File: config.mk
export PLATFORM = sky130hd
export DESIGN_NAME = io_port_mode_logic
export DESIGN_NICKNAME = d
export VERILOG_FILES = /design/src/io_port_mode_logic.v
export VERILOG_INCLUDE_DIRS = /design/src
export SDC_FILE = /design/constraint.sdc
export NUM_CORES = 1
export LEC_CHECK = 0
export BUFFER_PORTS_ARGS = -buffer_cell sky130_fd_sc_hd__buf_4
export CAP_MARGIN = 10
export CORE_AREA = 2 2 188 190
export DETAILED_ROUTE_END_ITERATION = 8
export DIE_AREA = 0 0 190 192
export SYNTH_ARGS = -nofsm -noshare
export SYNTH_HDL_FRONTEND = slang
export SYNTH_SLANG_ARGS = --single-unit
File: constraint.sdc
create_clock -name clk -period 1.94 [get_ports clk]
set_input_delay 0 -clock clk [delete_from_list [all_inputs] [get_ports clk]]
set_output_delay 0 -clock clk [all_outputs]
set_load 0.02 [all_outputs]
File: src/io_port_defines.vh
// register offsets, reset values and mode codes for the i/o port block
`ifndef IO_PORT_DEFINES_VH
`define IO_PORT_DEFINES_VH

// writable configuration and data registers
`define OFS_CTRL_A    8'h00
`define OFS_CTRL_B    8'h01
`define OFS_DIR_A     8'h02
`define OFS_DIR_B     8'h03
`define OFS_DIR_C     8'h04
`define OFS_DIR_D     8'h05
`define OFS_DOUT_A    8'h06
`define OFS_DOUT_B    8'h07
`define OFS_DOUT_C    8'h08
`define OFS_DOUT_D    8'h09
`define OFS_MMAP      8'h0A

// read-only state
`define OFS_DIN_A     8'h10
`define OFS_DIN_B     8'h11
`define OFS_DIN_C     8'h12
`define OFS_DIN_D     8'h13
`define OFS_IMC_A     8'h14
`define OFS_IMC_B     8'h15
`define OFS_IMC_C     8'h16
`define OFS_ENOUT_A   8'h18
`define OFS_ENOUT_B   8'h19
`define OFS_ENOUT_C   8'h1A
`define OFS_ENOUT_D   8'h1B

`define CFG_RESET     8'h00
`define PERIPH_BIT    7

// host bus types for address out pin mapping
`define BUS_MUX8      2'h0
`define BUS_PAGE      2'h1
`define BUS_MUX16_8   2'h2
`define BUS_NONMUX8   2'h3

// input macrocell modes, two bits per pin
`define IMC_DIRECT    2'h0
`define IMC_LATCH     2'h1
`define IMC_REG       2'h2

`endif

File: src/io_port_mode_logic.v
// per-pin mode logic and register file for four programmable i/o ports
`timescale 1ns/10ps
`include "io_port_defines.vh"
// Contract
// - pin driver enabled by output-enable product term OR direction bit
// - without product term or pld output, direction bit alone decides
// - host writes config and output registers and reads them back
// - ports a, b, c input macrocells: latch, register or direct
// - macrocells clocked by address strobe or a pld product term
// - macrocell outputs feed pld input bus and are host readable
// - pld, data port, address in modes fixed at build; peripheral mode set at run time
// - control bit zero gives host i/o mode, direction by bit or term
// - host i/o output drives data-out; input read via data-in path
// - ports c, d have no control register, default host i/o
// - pld output three-stated by product term or cleared direction
// - address out drives when enable active or direction and control one
// - non-multiplexed 8-bit host puts a7-a0 on port b
// - address out pin mapping depends on host bus type
// - address inputs latched in macrocells by the address strobe
// - data port mode disables general i/o on port a
// - bit 7 of memory map control enables port a peripheral buffer
// - peripheral buffer three-stated unless a peripheral select active
// - jtag on port c enabled by select, configuration or enable signal
// - mode availability restricted per port
// - control one selects address out; config registers reset to 00h
// - direction one is output, zero input; all inputs after reset
module io_port_mode_logic #(
  parameter [7:0] PLD_OUT_A    = 8'h00,
  parameter [7:0] PLD_OUT_B    = 8'h00,
  parameter [7:0] PLD_OUT_C    = 8'h00,
  parameter [2:0] PLD_OUT_D    = 3'h0,
  parameter [2:0] ECS_D        = 3'h0,
  parameter       DATA_PORT    = 1'b0,
  parameter [1:0] BUS_TYPE     = 2'h0,
  parameter [15:0] IMC_MODE_A  = 16'h0000,
  parameter [15:0] IMC_MODE_B  = 16'h0000,
  parameter [15:0] IMC_MODE_C  = 16'h0000,
  parameter [7:0] IMC_PTCLK_A  = 8'h00,
  parameter [7:0] IMC_PTCLK_B  = 8'h00,
  parameter [7:0] IMC_PTCLK_C  = 8'h00,
  parameter       JTAG_CFG     = 1'b0,
  parameter [7:0] JTAG_PINS    = 8'h00
) (
  input  wire        clk,
  input  wire        rstn,
  // register port
  input  wire [7:0]  reg_addr,
  input  wire [7:0]  reg_wdata,
  input  wire        reg_wr,
  input  wire        reg_rd,
  output reg  [7:0]  reg_rdata,
  // pins
  input  wire [7:0]  pin_a_i,
  output reg  [7:0]  pin_a_o,
  output reg  [7:0]  pin_a_oe,
  input  wire [7:0]  pin_b_i,
  output reg  [7:0]  pin_b_o,
  output reg  [7:0]  pin_b_oe,
  input  wire [7:0]  pin_c_i,
  output reg  [7:0]  pin_c_o,
  output reg  [7:0]  pin_c_oe,
  input  wire [2:0]  pin_d_i,
  output reg  [2:0]  pin_d_o,
  output reg  [2:0]  pin_d_oe,
  input  wire        strobe_pin,
  // host bus side
  input  wire [15:0] host_addr,
  input  wire [7:0]  bus_dout,
  input  wire        bus_read,
  input  wire        bus_write,
  output reg  [7:0]  bus_din,
  // logic array side
  input  wire [7:0]  pld_oe_a,
  input  wire [7:0]  pld_oe_b,
  input  wire [7:0]  pld_oe_c,
  input  wire [2:0]  pld_oe_d,
  input  wire [7:0]  pld_out_a,
  input  wire [7:0]  pld_out_b,
  input  wire [7:0]  pld_out_c,
  input  wire [2:0]  pld_out_d,
  input  wire [2:0]  ecs_d,
  input  wire        imc_pt_clk_a,
  input  wire        imc_pt_clk_b,
  input  wire        imc_pt_clk_c,
  output wire [7:0]  pld_in_a,
  output wire [7:0]  pld_in_b,
  output wire [7:0]  pld_in_c,
  output wire [2:0]  pld_in_d,
  input  wire        periph_select_a,
  input  wire        periph_select_b,
  // jtag sharing on port c
  input  wire        jtag_pin_select,
  input  wire        jtag_enable,
  input  wire [7:0]  jtag_o,
  input  wire [7:0]  jtag_oe,
  output wire        jtag_active,
  output wire [7:0]  jtag_i
);

  reg  [7:0]  ctrl_a_q;
  reg  [7:0]  ctrl_b_q;
  reg  [7:0]  dir_a_q;
  reg  [7:0]  dir_b_q;
  reg  [7:0]  dir_c_q;
  reg  [2:0]  dir_d_q;
  reg  [7:0]  dout_a_q;
  reg  [7:0]  dout_b_q;
  reg  [7:0]  dout_c_q;
  reg  [2:0]  dout_d_q;
  reg  [7:0]  mmap_q;

  // two-stage synchronisers on every pin input
  reg  [7:0]  a_m_q;
  reg  [7:0]  a_s_q;
  reg  [7:0]  b_m_q;
  reg  [7:0]  b_s_q;
  reg  [7:0]  c_m_q;
  reg  [7:0]  c_s_q;
  reg  [2:0]  d_m_q;
  reg  [2:0]  d_s_q;
  reg         stb_m_q;
  reg         stb_s_q;
  reg         stb_p_q;

  reg  [15:0] la_q;
  reg         pta_p_q;
  reg         ptb_p_q;
  reg         ptc_p_q;

  wire [7:0]  imc_a;
  wire [7:0]  imc_b;
  wire [7:0]  imc_c;

  always @(posedge clk or negedge rstn) begin
    if (!rstn) begin
      a_m_q   <= 8'h00;
      a_s_q   <= 8'h00;
      b_m_q   <= 8'h00;
      b_s_q   <= 8'h00;
      c_m_q   <= 8'h00;
      c_s_q   <= 8'h00;
      d_m_q   <= 3'h0;
      d_s_q   <= 3'h0;
      stb_m_q <= 1'b0;
      stb_s_q <= 1'b0;
      stb_p_q <= 1'b0;
      pta_p_q <= 1'b0;
      ptb_p_q <= 1'b0;
      ptc_p_q <= 1'b0;
    end else begin
      a_m_q   <= pin_a_i;
      a_s_q   <= a_m_q;
      b_m_q   <= pin_b_i;
      b_s_q   <= b_m_q;
      c_m_q   <= pin_c_i;
      c_s_q   <= c_m_q;
      d_m_q   <= pin_d_i;
      d_s_q   <= d_m_q;
      stb_m_q <= strobe_pin;
      stb_s_q <= stb_m_q;
      stb_p_q <= stb_s_q;
      pta_p_q <= imc_pt_clk_a;
      ptb_p_q <= imc_pt_clk_b;
      ptc_p_q <= imc_pt_clk_c;
    end
  end

  // address latch follows the host address while the strobe is high
  always @(posedge clk or negedge rstn) begin
    if (!rstn)
      la_q <= 16'h0000;
    else if (stb_s_q)
      la_q <= host_addr;
  end

  // input macrocells, ports a to c
  genvar i;
  generate
    for (i = 0; i < 8; i = i + 1) begin : g_imc
      reg  qa;
      reg  qb;
      reg  qc;
      wire lva = IMC_PTCLK_A[i] ? imc_pt_clk_a : stb_s_q;
      wire lvb = IMC_PTCLK_B[i] ? imc_pt_clk_b : stb_s_q;
      wire lvc = IMC_PTCLK_C[i] ? imc_pt_clk_c : stb_s_q;
      wire rea = IMC_PTCLK_A[i] ? imc_pt_clk_a & ~pta_p_q
                                : stb_s_q & ~stb_p_q;
      wire reb = IMC_PTCLK_B[i] ? imc_pt_clk_b & ~ptb_p_q
                                : stb_s_q & ~stb_p_q;
      wire rec = IMC_PTCLK_C[i] ? imc_pt_clk_c & ~ptc_p_q
                                : stb_s_q & ~stb_p_q;
      wire [1:0] ma = IMC_MODE_A[2*i+1:2*i];
      wire [1:0] mb = IMC_MODE_B[2*i+1:2*i];
      wire [1:0] mc = IMC_MODE_C[2*i+1:2*i];
      always @(posedge clk or negedge rstn) begin
        if (!rstn) begin
          qa <= 1'b0;
          qb <= 1'b0;
          qc <= 1'b0;
        end else begin
          // latch is transparent while its clock level is high
          if ((ma == `IMC_LATCH && lva) || (ma == `IMC_REG && rea))
            qa <= a_s_q[i];
          if ((mb == `IMC_LATCH && lvb) || (mb == `IMC_REG && reb))
            qb <= b_s_q[i];
          if ((mc == `IMC_LATCH && lvc) || (mc == `IMC_REG && rec))
            qc <= c_s_q[i];
        end
      end
      assign imc_a[i] = (ma == `IMC_DIRECT) ? a_s_q[i] : qa;
      assign imc_b[i] = (mb == `IMC_DIRECT) ? b_s_q[i] : qb;
      assign imc_c[i] = (mc == `IMC_DIRECT) ? c_s_q[i] : qc;
    end
  endgenerate

  // port d has no macrocell; its inputs reach the array directly
  assign pld_in_a = imc_a;
  assign pld_in_b = imc_b;
  assign pld_in_c = imc_c;
  assign pld_in_d = d_s_q;

  // mode decode
  wire periph_en = mmap_q[`PERIPH_BIT] & ~DATA_PORT;
  wire psel_any  = periph_select_a | periph_select_b;
  assign jtag_active = jtag_pin_select | JTAG_CFG | jtag_enable;
  wire [7:0] jmask = jtag_active ? JTAG_PINS : 8'h00;
  assign jtag_i = c_s_q & JTAG_PINS;

  // address out mapping by host bus type
  reg  [7:0] addr_a;
  reg  [7:0] addr_b;
  always @* begin
    case (BUS_TYPE)
      `BUS_MUX8: begin
        addr_a = la_q[7:0];
        addr_b = la_q[7:0];
      end
      `BUS_PAGE: begin
        addr_a = 8'h00;
        addr_b = la_q[15:8];
      end
      `BUS_MUX16_8: begin
        addr_a = {la_q[7:4], 4'h0};
        addr_b = {4'h0, la_q[11:8]};
      end
      `BUS_NONMUX8: begin
        // no strobe on this bus, so the live address is used
        addr_a = 8'h00;
        addr_b = host_addr[7:0];
      end
      default: begin
        addr_a = 8'h00;
        addr_b = 8'h00;
      end
    endcase
  end

  // output multiplexers and driver enables
  reg  [7:0] a_src;
  reg  [7:0] a_en;
  reg  [7:0] b_src;
  reg  [7:0] b_en;
  reg  [7:0] c_src;
  reg  [7:0] c_en;
  reg  [2:0] d_src;
  reg  [2:0] d_en;
  always @* begin
    // ordinary pins: one source per pin, enable is an or of two terms
    a_src = (PLD_OUT_A & pld_out_a)
          | (~PLD_OUT_A & ctrl_a_q & addr_a)
          | (~PLD_OUT_A & ~ctrl_a_q & dout_a_q);
    a_en  = dir_a_q | pld_oe_a;
    if (DATA_PORT) begin
      // port a is the host data bus; general i/o has no say
      a_src = bus_dout;
      a_en  = {8{bus_read}};
    end else if (periph_en) begin
      a_src = bus_dout;
      a_en  = {8{psel_any & bus_write}};
    end
    b_src = (PLD_OUT_B & pld_out_b)
          | (~PLD_OUT_B & ctrl_b_q & addr_b)
          | (~PLD_OUT_B & ~ctrl_b_q & dout_b_q);
    b_en  = dir_b_q | pld_oe_b;
    // ports c and d have no control bits: host i/o unless a pld, jtag (port c) or ecs (port d) output
    c_src = (jmask & jtag_o)
          | (~jmask & PLD_OUT_C & pld_out_c)
          | (~jmask & ~PLD_OUT_C & dout_c_q);
    c_en  = (jmask & jtag_oe) | (~jmask & (dir_c_q | pld_oe_c));
    d_src = (ECS_D & ecs_d)
          | (~ECS_D & PLD_OUT_D & pld_out_d)
          | (~ECS_D & ~PLD_OUT_D & dout_d_q);
    d_en  = dir_d_q | pld_oe_d;
  end

  always @(posedge clk or negedge rstn) begin
    if (!rstn) begin
      pin_a_o  <= 8'h00;
      pin_a_oe <= 8'h00;
      pin_b_o  <= 8'h00;
      pin_b_oe <= 8'h00;
      pin_c_o  <= 8'h00;
      pin_c_oe <= 8'h00;
      pin_d_o  <= 3'h0;
      pin_d_oe <= 3'h0;
      bus_din  <= 8'h00;
    end else begin
      pin_a_o  <= a_src;
      pin_a_oe <= a_en;
      pin_b_o  <= b_src;
      pin_b_oe <= b_en;
      pin_c_o  <= c_src;
      pin_c_oe <= c_en;
      pin_d_o  <= d_src;
      pin_d_oe <= d_en;
      // buffer opens toward the host on a selected read, or always in data port mode
      bus_din  <= (DATA_PORT | (periph_en & psel_any & bus_read))
                  ? a_s_q : 8'h00;
    end
  end

  // register writes; build-time modes are parameters, not here
  always @(posedge clk or negedge rstn) begin
    if (!rstn) begin
      ctrl_a_q <= `CFG_RESET;
      ctrl_b_q <= `CFG_RESET;
      dir_a_q  <= `CFG_RESET;
      dir_b_q  <= `CFG_RESET;
      dir_c_q  <= `CFG_RESET;
      dir_d_q  <= 3'h0;
      dout_a_q <= `CFG_RESET;
      dout_b_q <= `CFG_RESET;
      dout_c_q <= `CFG_RESET;
      dout_d_q <= 3'h0;
      mmap_q   <= `CFG_RESET;
    end else if (reg_wr) begin
      case (reg_addr)
        `OFS_CTRL_A: ctrl_a_q <= reg_wdata;
        `OFS_CTRL_B: ctrl_b_q <= reg_wdata;
        `OFS_DIR_A:  dir_a_q  <= reg_wdata;
        `OFS_DIR_B:  dir_b_q  <= reg_wdata;
        `OFS_DIR_C:  dir_c_q  <= reg_wdata;
        `OFS_DIR_D:  dir_d_q  <= reg_wdata[2:0];
        `OFS_DOUT_A: dout_a_q <= reg_wdata;
        `OFS_DOUT_B: dout_b_q <= reg_wdata;
        `OFS_DOUT_C: dout_c_q <= reg_wdata;
        `OFS_DOUT_D: dout_d_q <= reg_wdata[2:0];
        `OFS_MMAP:   mmap_q   <= reg_wdata;
        default: ;
      endcase
    end
  end

  // readback path; unmapped addresses and idle cycles read zero
  reg  [7:0] rd_d;
  always @* begin
    case (reg_addr)
      `OFS_CTRL_A:  rd_d = ctrl_a_q;
      `OFS_CTRL_B:  rd_d = ctrl_b_q;
      `OFS_DIR_A:   rd_d = dir_a_q;
      `OFS_DIR_B:   rd_d = dir_b_q;
      `OFS_DIR_C:   rd_d = dir_c_q;
      `OFS_DIR_D:   rd_d = {5'h00, dir_d_q};
      `OFS_DOUT_A:  rd_d = dout_a_q;
      `OFS_DOUT_B:  rd_d = dout_b_q;
      `OFS_DOUT_C:  rd_d = dout_c_q;
      `OFS_DOUT_D:  rd_d = {5'h00, dout_d_q};
      `OFS_MMAP:    rd_d = mmap_q;
      `OFS_DIN_A:   rd_d = a_s_q;
      `OFS_DIN_B:   rd_d = b_s_q;
      `OFS_DIN_C:   rd_d = c_s_q;
      `OFS_DIN_D:   rd_d = {5'h00, d_s_q};
      `OFS_IMC_A:   rd_d = imc_a;
      `OFS_IMC_B:   rd_d = imc_b;
      `OFS_IMC_C:   rd_d = imc_c;
      `OFS_ENOUT_A: rd_d = pin_a_oe;
      `OFS_ENOUT_B: rd_d = pin_b_oe;
      `OFS_ENOUT_C: rd_d = pin_c_oe;
      `OFS_ENOUT_D: rd_d = {5'h00, pin_d_oe};
      default:      rd_d = 8'h00;
    endcase
  end

  always @(posedge clk or negedge rstn) begin
    if (!rstn)
      reg_rdata <= 8'h00;
    else
      reg_rdata <= reg_rd ? rd_d : 8'h00;
  end

endmodule

# Word level (Yosys, flattened, before mapping)
# Index checks and enable logic that the tools add are counted.
# word_totals
inputBits	154
wordCells	90
register_bits	212
# op_classes
n_reduce_logical	15
n_mux	5
n_bitwise	17
eq_ne	21
# ops
operator	n
8-bit one-hot mux with 19 select lines	1
8-bit by 5-bit == test with 1-bit output, second input constant	11
8-bit bitwise OR	5
8-bit AND	4
8-bit by 3-bit == test with 1-bit output, second input constant	4
8-bit two-way mux	4
8-bit by 4-bit == test with 1-bit output, second input constant	3
2-bit AND reduction	11
8-bit by 2-bit == test with 1-bit output, second input constant	2
8-bit NOT	2
8-bit by 1-bit == test with 1-bit output, second input constant	1
8-bit logical NOT	1
2-bit OR reduction	3
1-bit AND	3
3-bit bitwise OR	1
1-bit bitwise OR	2

# Longest topological paths before layout
# Gate-level depths: netlist of run 1.
# logic_depth
depth_word	4
mapped_depth	7

# Least setup slack after synthesis of run 1
# No wires, ideal clock.
# synth_path
path_type	input to register
start	input port reg_addr[4]
end	register dout_d_q[0], in the netlist d_src[0]
stages	6
t_arrival_ns	1.578
path_buffers	2
path_slack_ns	0.237
path_cell_list	buf_6 > or4_4 > nor3_4 > buf_6 > and3_2 > mux2_2
# synth_via
elab_chain_cells	2
# synth_rtl
element	line_no	rtl
start, declared	io_port_mode_logic.v:47	input wire [7:0] reg_addr,
8-bit by 4-bit == test with 1-bit output	io_port_mode_logic.v:337	case (reg_addr)
2-bit AND reduction (no line)	-	
end signal, assigned	io_port_mode_logic.v:347	`OFS_DOUT_D: dout_d_q <= reg_wdata[2:0];
end, declared	io_port_mode_logic.v:109	reg [2:0] dout_d_q;
# No other way between the ends.
# A chain may end at the register's enable or synchronous reset.

# Worst setup path after layout of run 1
# layout_path
start	register mmap_q[7]
end	register pin_a_oe[2]
# layout_via
elab_chain_cells	1
# layout_rtl
element	line_no	rtl
start, declared	io_port_mode_logic.v:110	reg [7:0] mmap_q;
start signal, assigned	io_port_mode_logic.v:335	mmap_q <= `CFG_RESET;
start signal, assigned	io_port_mode_logic.v:348	`OFS_MMAP: mmap_q <= reg_wdata;
8-bit two-way mux	io_port_mode_logic.v:277	end else if (periph_en) begin
net a_en[2]	io_port_mode_logic.v:260	reg [7:0] a_en;
end signal, assigned	io_port_mode_logic.v:309	pin_a_oe <= a_en;
end, declared	io_port_mode_logic.v:55	output reg [7:0] pin_a_oe,
# The timed path passes the listed nets, and every way through them passes these cells.

==> reports/qor.yml, run 1 <==
status: "complete, no violations"
hold_viol_final: 0
clk_path_buf_depth: 3
drt_iter0_drc: 352
peakVddDrop_v: 0.000565
die_width_um: 190
drc: 0
cts_max_level: 1
wirelength_um: 29700
crit_arrival_ns: 2.16
p_clk_share_pct: 46.5
ys_top_cells_by_area: "dfrtp_1, mux2_2, mux2i_1, o21ai_0, or2_2"
insertion_delay_ns: 0.52
syn_area_per_cell_um2: 13.7
clock_sinks: 212
via_per_inst: 4.59
post_drt_wl_per_cell_um: 21.0
gp_congestion: 0.861
dr_total_vias: 6493
cts.clk_slew.worst_paths_ns: 0.07
fin_cells: 1414
max_freq_ghz: 0.568
cts_tree: "yes"
grt_pass1_vias: 6788
cp_max_fo: 10
end_kind: "flip-flop"
area_growth_pct: 47.6
final_nets: 1095
netlist_top_cells_count: "dfrtp_1, mux2_2, o21ai_0"
rrSetupSlack_ns: 0.18
pre_cts_ws_ns: -0.0149
synthArstFlopShare_pct: 100
period_minus_slack_ns: 1.76
synth_ff_type: "dfrtp_1"
drtAntennaViolNets: 0
netSwitchingFraction_pct: 23.7
die_h_um: 192
combinationalPowerShare_pct: 10.7
crit_path_start: "mmap_q[7]"
ys_ff_latch: 212
power.switching_w: 0.00267
placed_cells: 1280
cts_buffers: 24
startpoint_type: "flip-flop"
internal_power_w: 0.00859
synth-edff-count: 0
path_class: "flip-flop to flip-flop"
setup_slack_ns: 0.180
synth_cell_types: 61
tightest_slew_ns: 0.525
period_share_pct: 90.7
stdcell_area_um2: 12500
cellPowerDensity_nw_per_um2: 898
sequentialPowerShare_pct: 42.8
finalSetupViolations: 0
whs_ns: 0.00150
port_buffers: 194
synth_most_common_cell: "dfrtp_1"
cts_root_buffer: "clkbuf_16"
core_area_um2: 34300
cp.required_ns: 2.34
n_antenna_cell: 0
min_path_type: "input pin to async pin"
grtUsageTotal_pct: 16.0
grt_antenna_before_repair: 0
cts_setup_buffers: 0
first_pass_iters: 5
dpl.hpwl_um: 21500
ioPinCount: 260
rows: 68
slew_headroom_pct: 64.6
grt_max_degree: 56
rsz0062_at_grt: "no"
timing.rr.end: "pin_a_oe[2]"
grt_pass1_wl_um: 43400
cap_violations: 0
grt_overflow: 0
dieArea_um2: 36500
ys.warnings.count: 0
cp-endpoint: "pin_a_oe[2]"
syn-cell-area_um2: 8490
start_util_pct: 24.8
yosys.area.top_type: "dfrtp_1"
synth_top_area_share_pct: 62.5
worstReg2RegStart: "mmap_q[7]"
post_dp_cell_area_um2: 10700
netlist_instances: 621
synth_seq_area_share_pct: 62.5
finalMaxSlewViolations: 0
r2r_cells: 4
p_leak_nw: 5.86
fin_worst_skew_ns: 0.00908
drive_gt1_share_pct: 44.2
area by class of cell:
class                           instances  area [µm²]
Timing Repair Buffer                  330        2790
Clock inverter                         12         216
Clock buffer                           32         702
Multi-Input combinational cell        370        2940
Tap cell                              455         569
Sequential cell                       212        5310
Inverter                                3        11.3
Fill cell                            3298       21800
critical path: stages, from the launching register on:
cell	delay [ns]
dfrtp_1	0.52
o211ai_1	0.16
buf_4	0.23
o21ai_0	0.13
dlygate4sd3_1	0.58
metrics by stage:
| step | util (%) | TNS (ns) | power, W |
|---|---|---|---|
| after floorplan | - | 0 | 0.00531 |
| after global placement | 31.2 | 0 | 0.00595 |
| after detailed placement | 31.2 | -0.0149 | 0.00597 |
| after CTS | 36.5 | 0 | 0.0114 |
| after global routing | 36.5 | 0 | 0.0117 |
| final | 36.5 | 0 | 0.0113 |
cell families after synthesis:
family / synth area share, %
AO/OA/AOI/OAI: 7.96
AND/OR/NAND/NOR: 10.3
multiplexers: 16.1
buffers and inverters: 3.17
other: 0.0442
flip-flops: 62.5
worst min path at each step:
stage,from,cells after the start,slack [ns],endpoint
2_1_floorplan,rstn,0,-0.30,a_m_q[0]
3_3_place_gp,rstn,1,-0.02,pin_b_oe[1]
3_5_place_dp,rstn,1,-0.02,pin_b_oe[1]
4_1_cts,rstn,2,0.01,pin_c_o[1]
5_1_grt,rstn,2,0.04,c_m_q[6]
6_report,rstn,2,0.002,pin_c_o[1]
cell usage in the layout (no fill, tap or decap), types with 3 or more instances in the layout:
cell and n:
buf_12 6, and3_1 5, nor3b_1 4, a221oi_1 4, a32oi_1 4, a211oi_1 3, a41oi_1 3, a22o_1 6
mux2i_1 18, nand3b_1 6, buf_4 233, a22oi_1 9, conb_1 8, a31oi_1 10, nor2b_1 5, nand3_2 3
dfrtp_1 212, bufinv_16 6, nand2_1 24, or2_2 21, mux2_2 103, nor2_1 20, clkbuf_16 25, a222oi_1 3
a21oi_1 5, clkbuf_8 5, inv_1 3, o21ai_0 32, nor3_1 3, clkinv_2 4, nand3_1 17, and3_2 3
and2_1 9, nand4_1 6, o211a_1 3, dlygate4sd3_1 90
power groups by stage:
stage,Sequential [W],Combinational (W),Clock [W]
after global placement,0.00490,0.00105,0
after CTS,0.00482,0.00122,0.00535
after global routing,0.00484,0.00130,0.00553
after detailed placement,0.00490,0.00106,0
final,0.00482,0.00121,0.00523
after floorplan,0.00495,0.000355,0
repair_timing:
action                                 4_1_cts  5_1_grt
hold buffers                                90        0
gates resized for setup                      0        0
endpoints found under the hold margin      369        0
routing by layer:
metal / up-vias / share of wire (%) / GRT usage [%]
met4: 0 / 3.9 / 6.50
li1: 2889 / - / -
met5: - / 0 / 0
met3: 69 / 6.5 / 3.36
met2: 254 / 48 / 26.6
met1: 3281 / 41 / 20.3
(Power assumes the default switching activity.)
==> inputs of run 2 (changes only) <==
- CELL_PAD_IN_SITES_DETAIL_PLACEMENT: unset -> 0
- CELL_PAD_IN_SITES_GLOBAL_PLACEMENT: unset -> 1
- PLACE_DENSITY_LB_ADDON: unset -> 0.1
==> reports/qor.yml, run 2 (synthesized netlist as in run 1, its figures left out) <==
post_dp_cell_area_um2: 10800
fin_worst_skew_ns: 0.0167
max_freq_ghz: 0.595
grt_overflow: 0
die_width_um: 190
dr_total_vias: 6443
internal_power_w: 0.00821
finalMaxSlewViolations: 0
drt_iter0_drc: 339
clock_sinks: 212
min_path_type: "input pin to flip-flop"
fin_setup_tns_ns: 0
die_h_um: 192
gp_congestion: 0.798
p_leak_nw: 5.88
dpl.hpwl_um: 22400
start_util_pct: 24.8
area_growth_pct: 47.5
cts.clk_slew.worst_paths_ns: 0.06
nFillCells: 3404
post_drt_wl_per_cell_um: 21.8
cellPowerDensity_nw_per_um2: 867
cp_max_fo: 3
dieArea_um2: 36500
cts_max_level: 1
end_kind: "flip-flop"
cts_tree: "yes"
first_pass_iters: 4
final_nets: 1105
grt_antenna_before_repair: 0
finalSetupViolations: 0
grt_max_degree: 68
cap_violations: 0
final_cell_mix: "buf_4, dfrtp_1, mux2_2"
cts_resized: 0
drive_gt1_share_pct: 45.1
rsz0062_at_grt: "no"
stdcell_area_um2: 12500
crit_arrival_ns: 2.09
port_buffers: 194
cts_setup_buffers: 0
ctsHoldBuffers: 83
finalPower_w: 0.0109
slew_headroom_pct: 49.8
grtUsageTotal_pct: 16.9
wirelength_um: 31000
ioPinCount: 260
tightest_slew_ns: 0.750
path_class: "flip-flop to flip-flop"
grt_pass1_wl_um: 45600
peakVddDrop_v: 0.000551
n_antenna_cell: 0
combinationalPowerShare_pct: 11.1
netSwitchingFraction_pct: 24.4
power.switching_w: 0.00264
drc: 0
period_minus_slack_ns: 1.68
insertion_delay_ns: 0.53
cts_root_buffer: "clkbuf_16"
cp.required_ns: 2.35
final_common_cell: "buf_4"
sequentialPowerShare_pct: 44.4
period_share_pct: 86.7
via_per_inst: 4.52
post-route-util_pct: 36.5
startpoint_type: "flip-flop"
clk_path_buf_depth: 3
drtAntennaViolNets: 0
rows: 68
p_clk_share_pct: 44.5
status: "complete, no violations"
core_area_um2: 34300
grt_pass1_vias: 7036
cts_buffers: 26
hold_viol_final: 0
-- run 2: cell count changes in the layout (fill, tap and decap cells not counted), moves of 2 or more --
cell and delta:
dlygate4sd3_1 -8, clkinv_2 +2, clkbuf_1 +6, buf_4 +15, clkbuf_16 +2, bufinv_16 -4
-- run 2: stage by stage --
stage / instances / worst slack (ns) / hold slack (ns)
floorplan: 628 / 0.237 / -0.296
global placement: 1295 / -0.0688 / -0.0944
detailed placement: 1295 / -0.0218 / -0.0888
CTS: 1425 / 0.239 / 0.0245
global route: 1425 / 0.210 / 0.0543
finish: 1425 / 0.259 / 0.0576
-- run 2: worst max-delay path: stages, from the launching register on --
cell      delay (ns)
dfrtp_1         0.39
mux4_2          0.47
inv_1           0.07
o21ai_0         0.09
a221oi_1        0.26
a21oi_1         0.15
buf_4           0.15
-- run 2: worst paths after layout --
check | startpoint | endpoint | slack (ns) | cells after the start
worst max-delay path | dir_b_q[3] | reg_rdata[3] | 0.26 | 6
worst min-delay path | periph_select_a | pin_a_oe[2] | 0.06 | 3
worst max register to register | dir_b_q[3] | reg_rdata[3] | 0.26 | 6
worst min register to register | c_m_q[3] | pld_in_c[3] | 0.34 | 0
max in group asynchronous | rstn | dout_a_q[0] | 1.46 | 3
min in group asynchronous | rstn | dir_b_q[6] | 0.08 | 3
-- run 2: power groups by stage --
| stage | logic (W) | registers [W] | clock network (W) |
|---|---|---|---|
| after detailed placement | 0.00108 | 0.00490 | 0 |
| after floorplan | 0.000355 | 0.00495 | 0 |
| final | 0.00120 | 0.00482 | 0.00483 |
| after global placement | 0.00107 | 0.00490 | 0 |
| after CTS | 0.00123 | 0.00483 | 0.00500 |
| after global routing | 0.00130 | 0.00485 | 0.00516 |
-- run 2: per-layer routing --
metal	part of all wire, %	track usage, %
met5	0	0
met2	48	28.2
met1	45	23.0
met3	4.8	2.36
met4	2.6	5.04
-- run 2: layout make-up --
| cell class | count | area [µm²] | share of cell area [%] |
|---|---|---|---|
| sequential | 212 | 5310 | 42.4 |
| tap | 455 | 569 | 4.55 |
| multi-input combinational | 370 | 2940 | 23.5 |
| clock inverter | 8 | 90.1 | 0.720 |
| inverter | 3 | 11.3 | 0.0900 |
| timing repair buffer | 338 | 2840 | 22.7 |
| clock buffer | 39 | 761 | 6.08 |
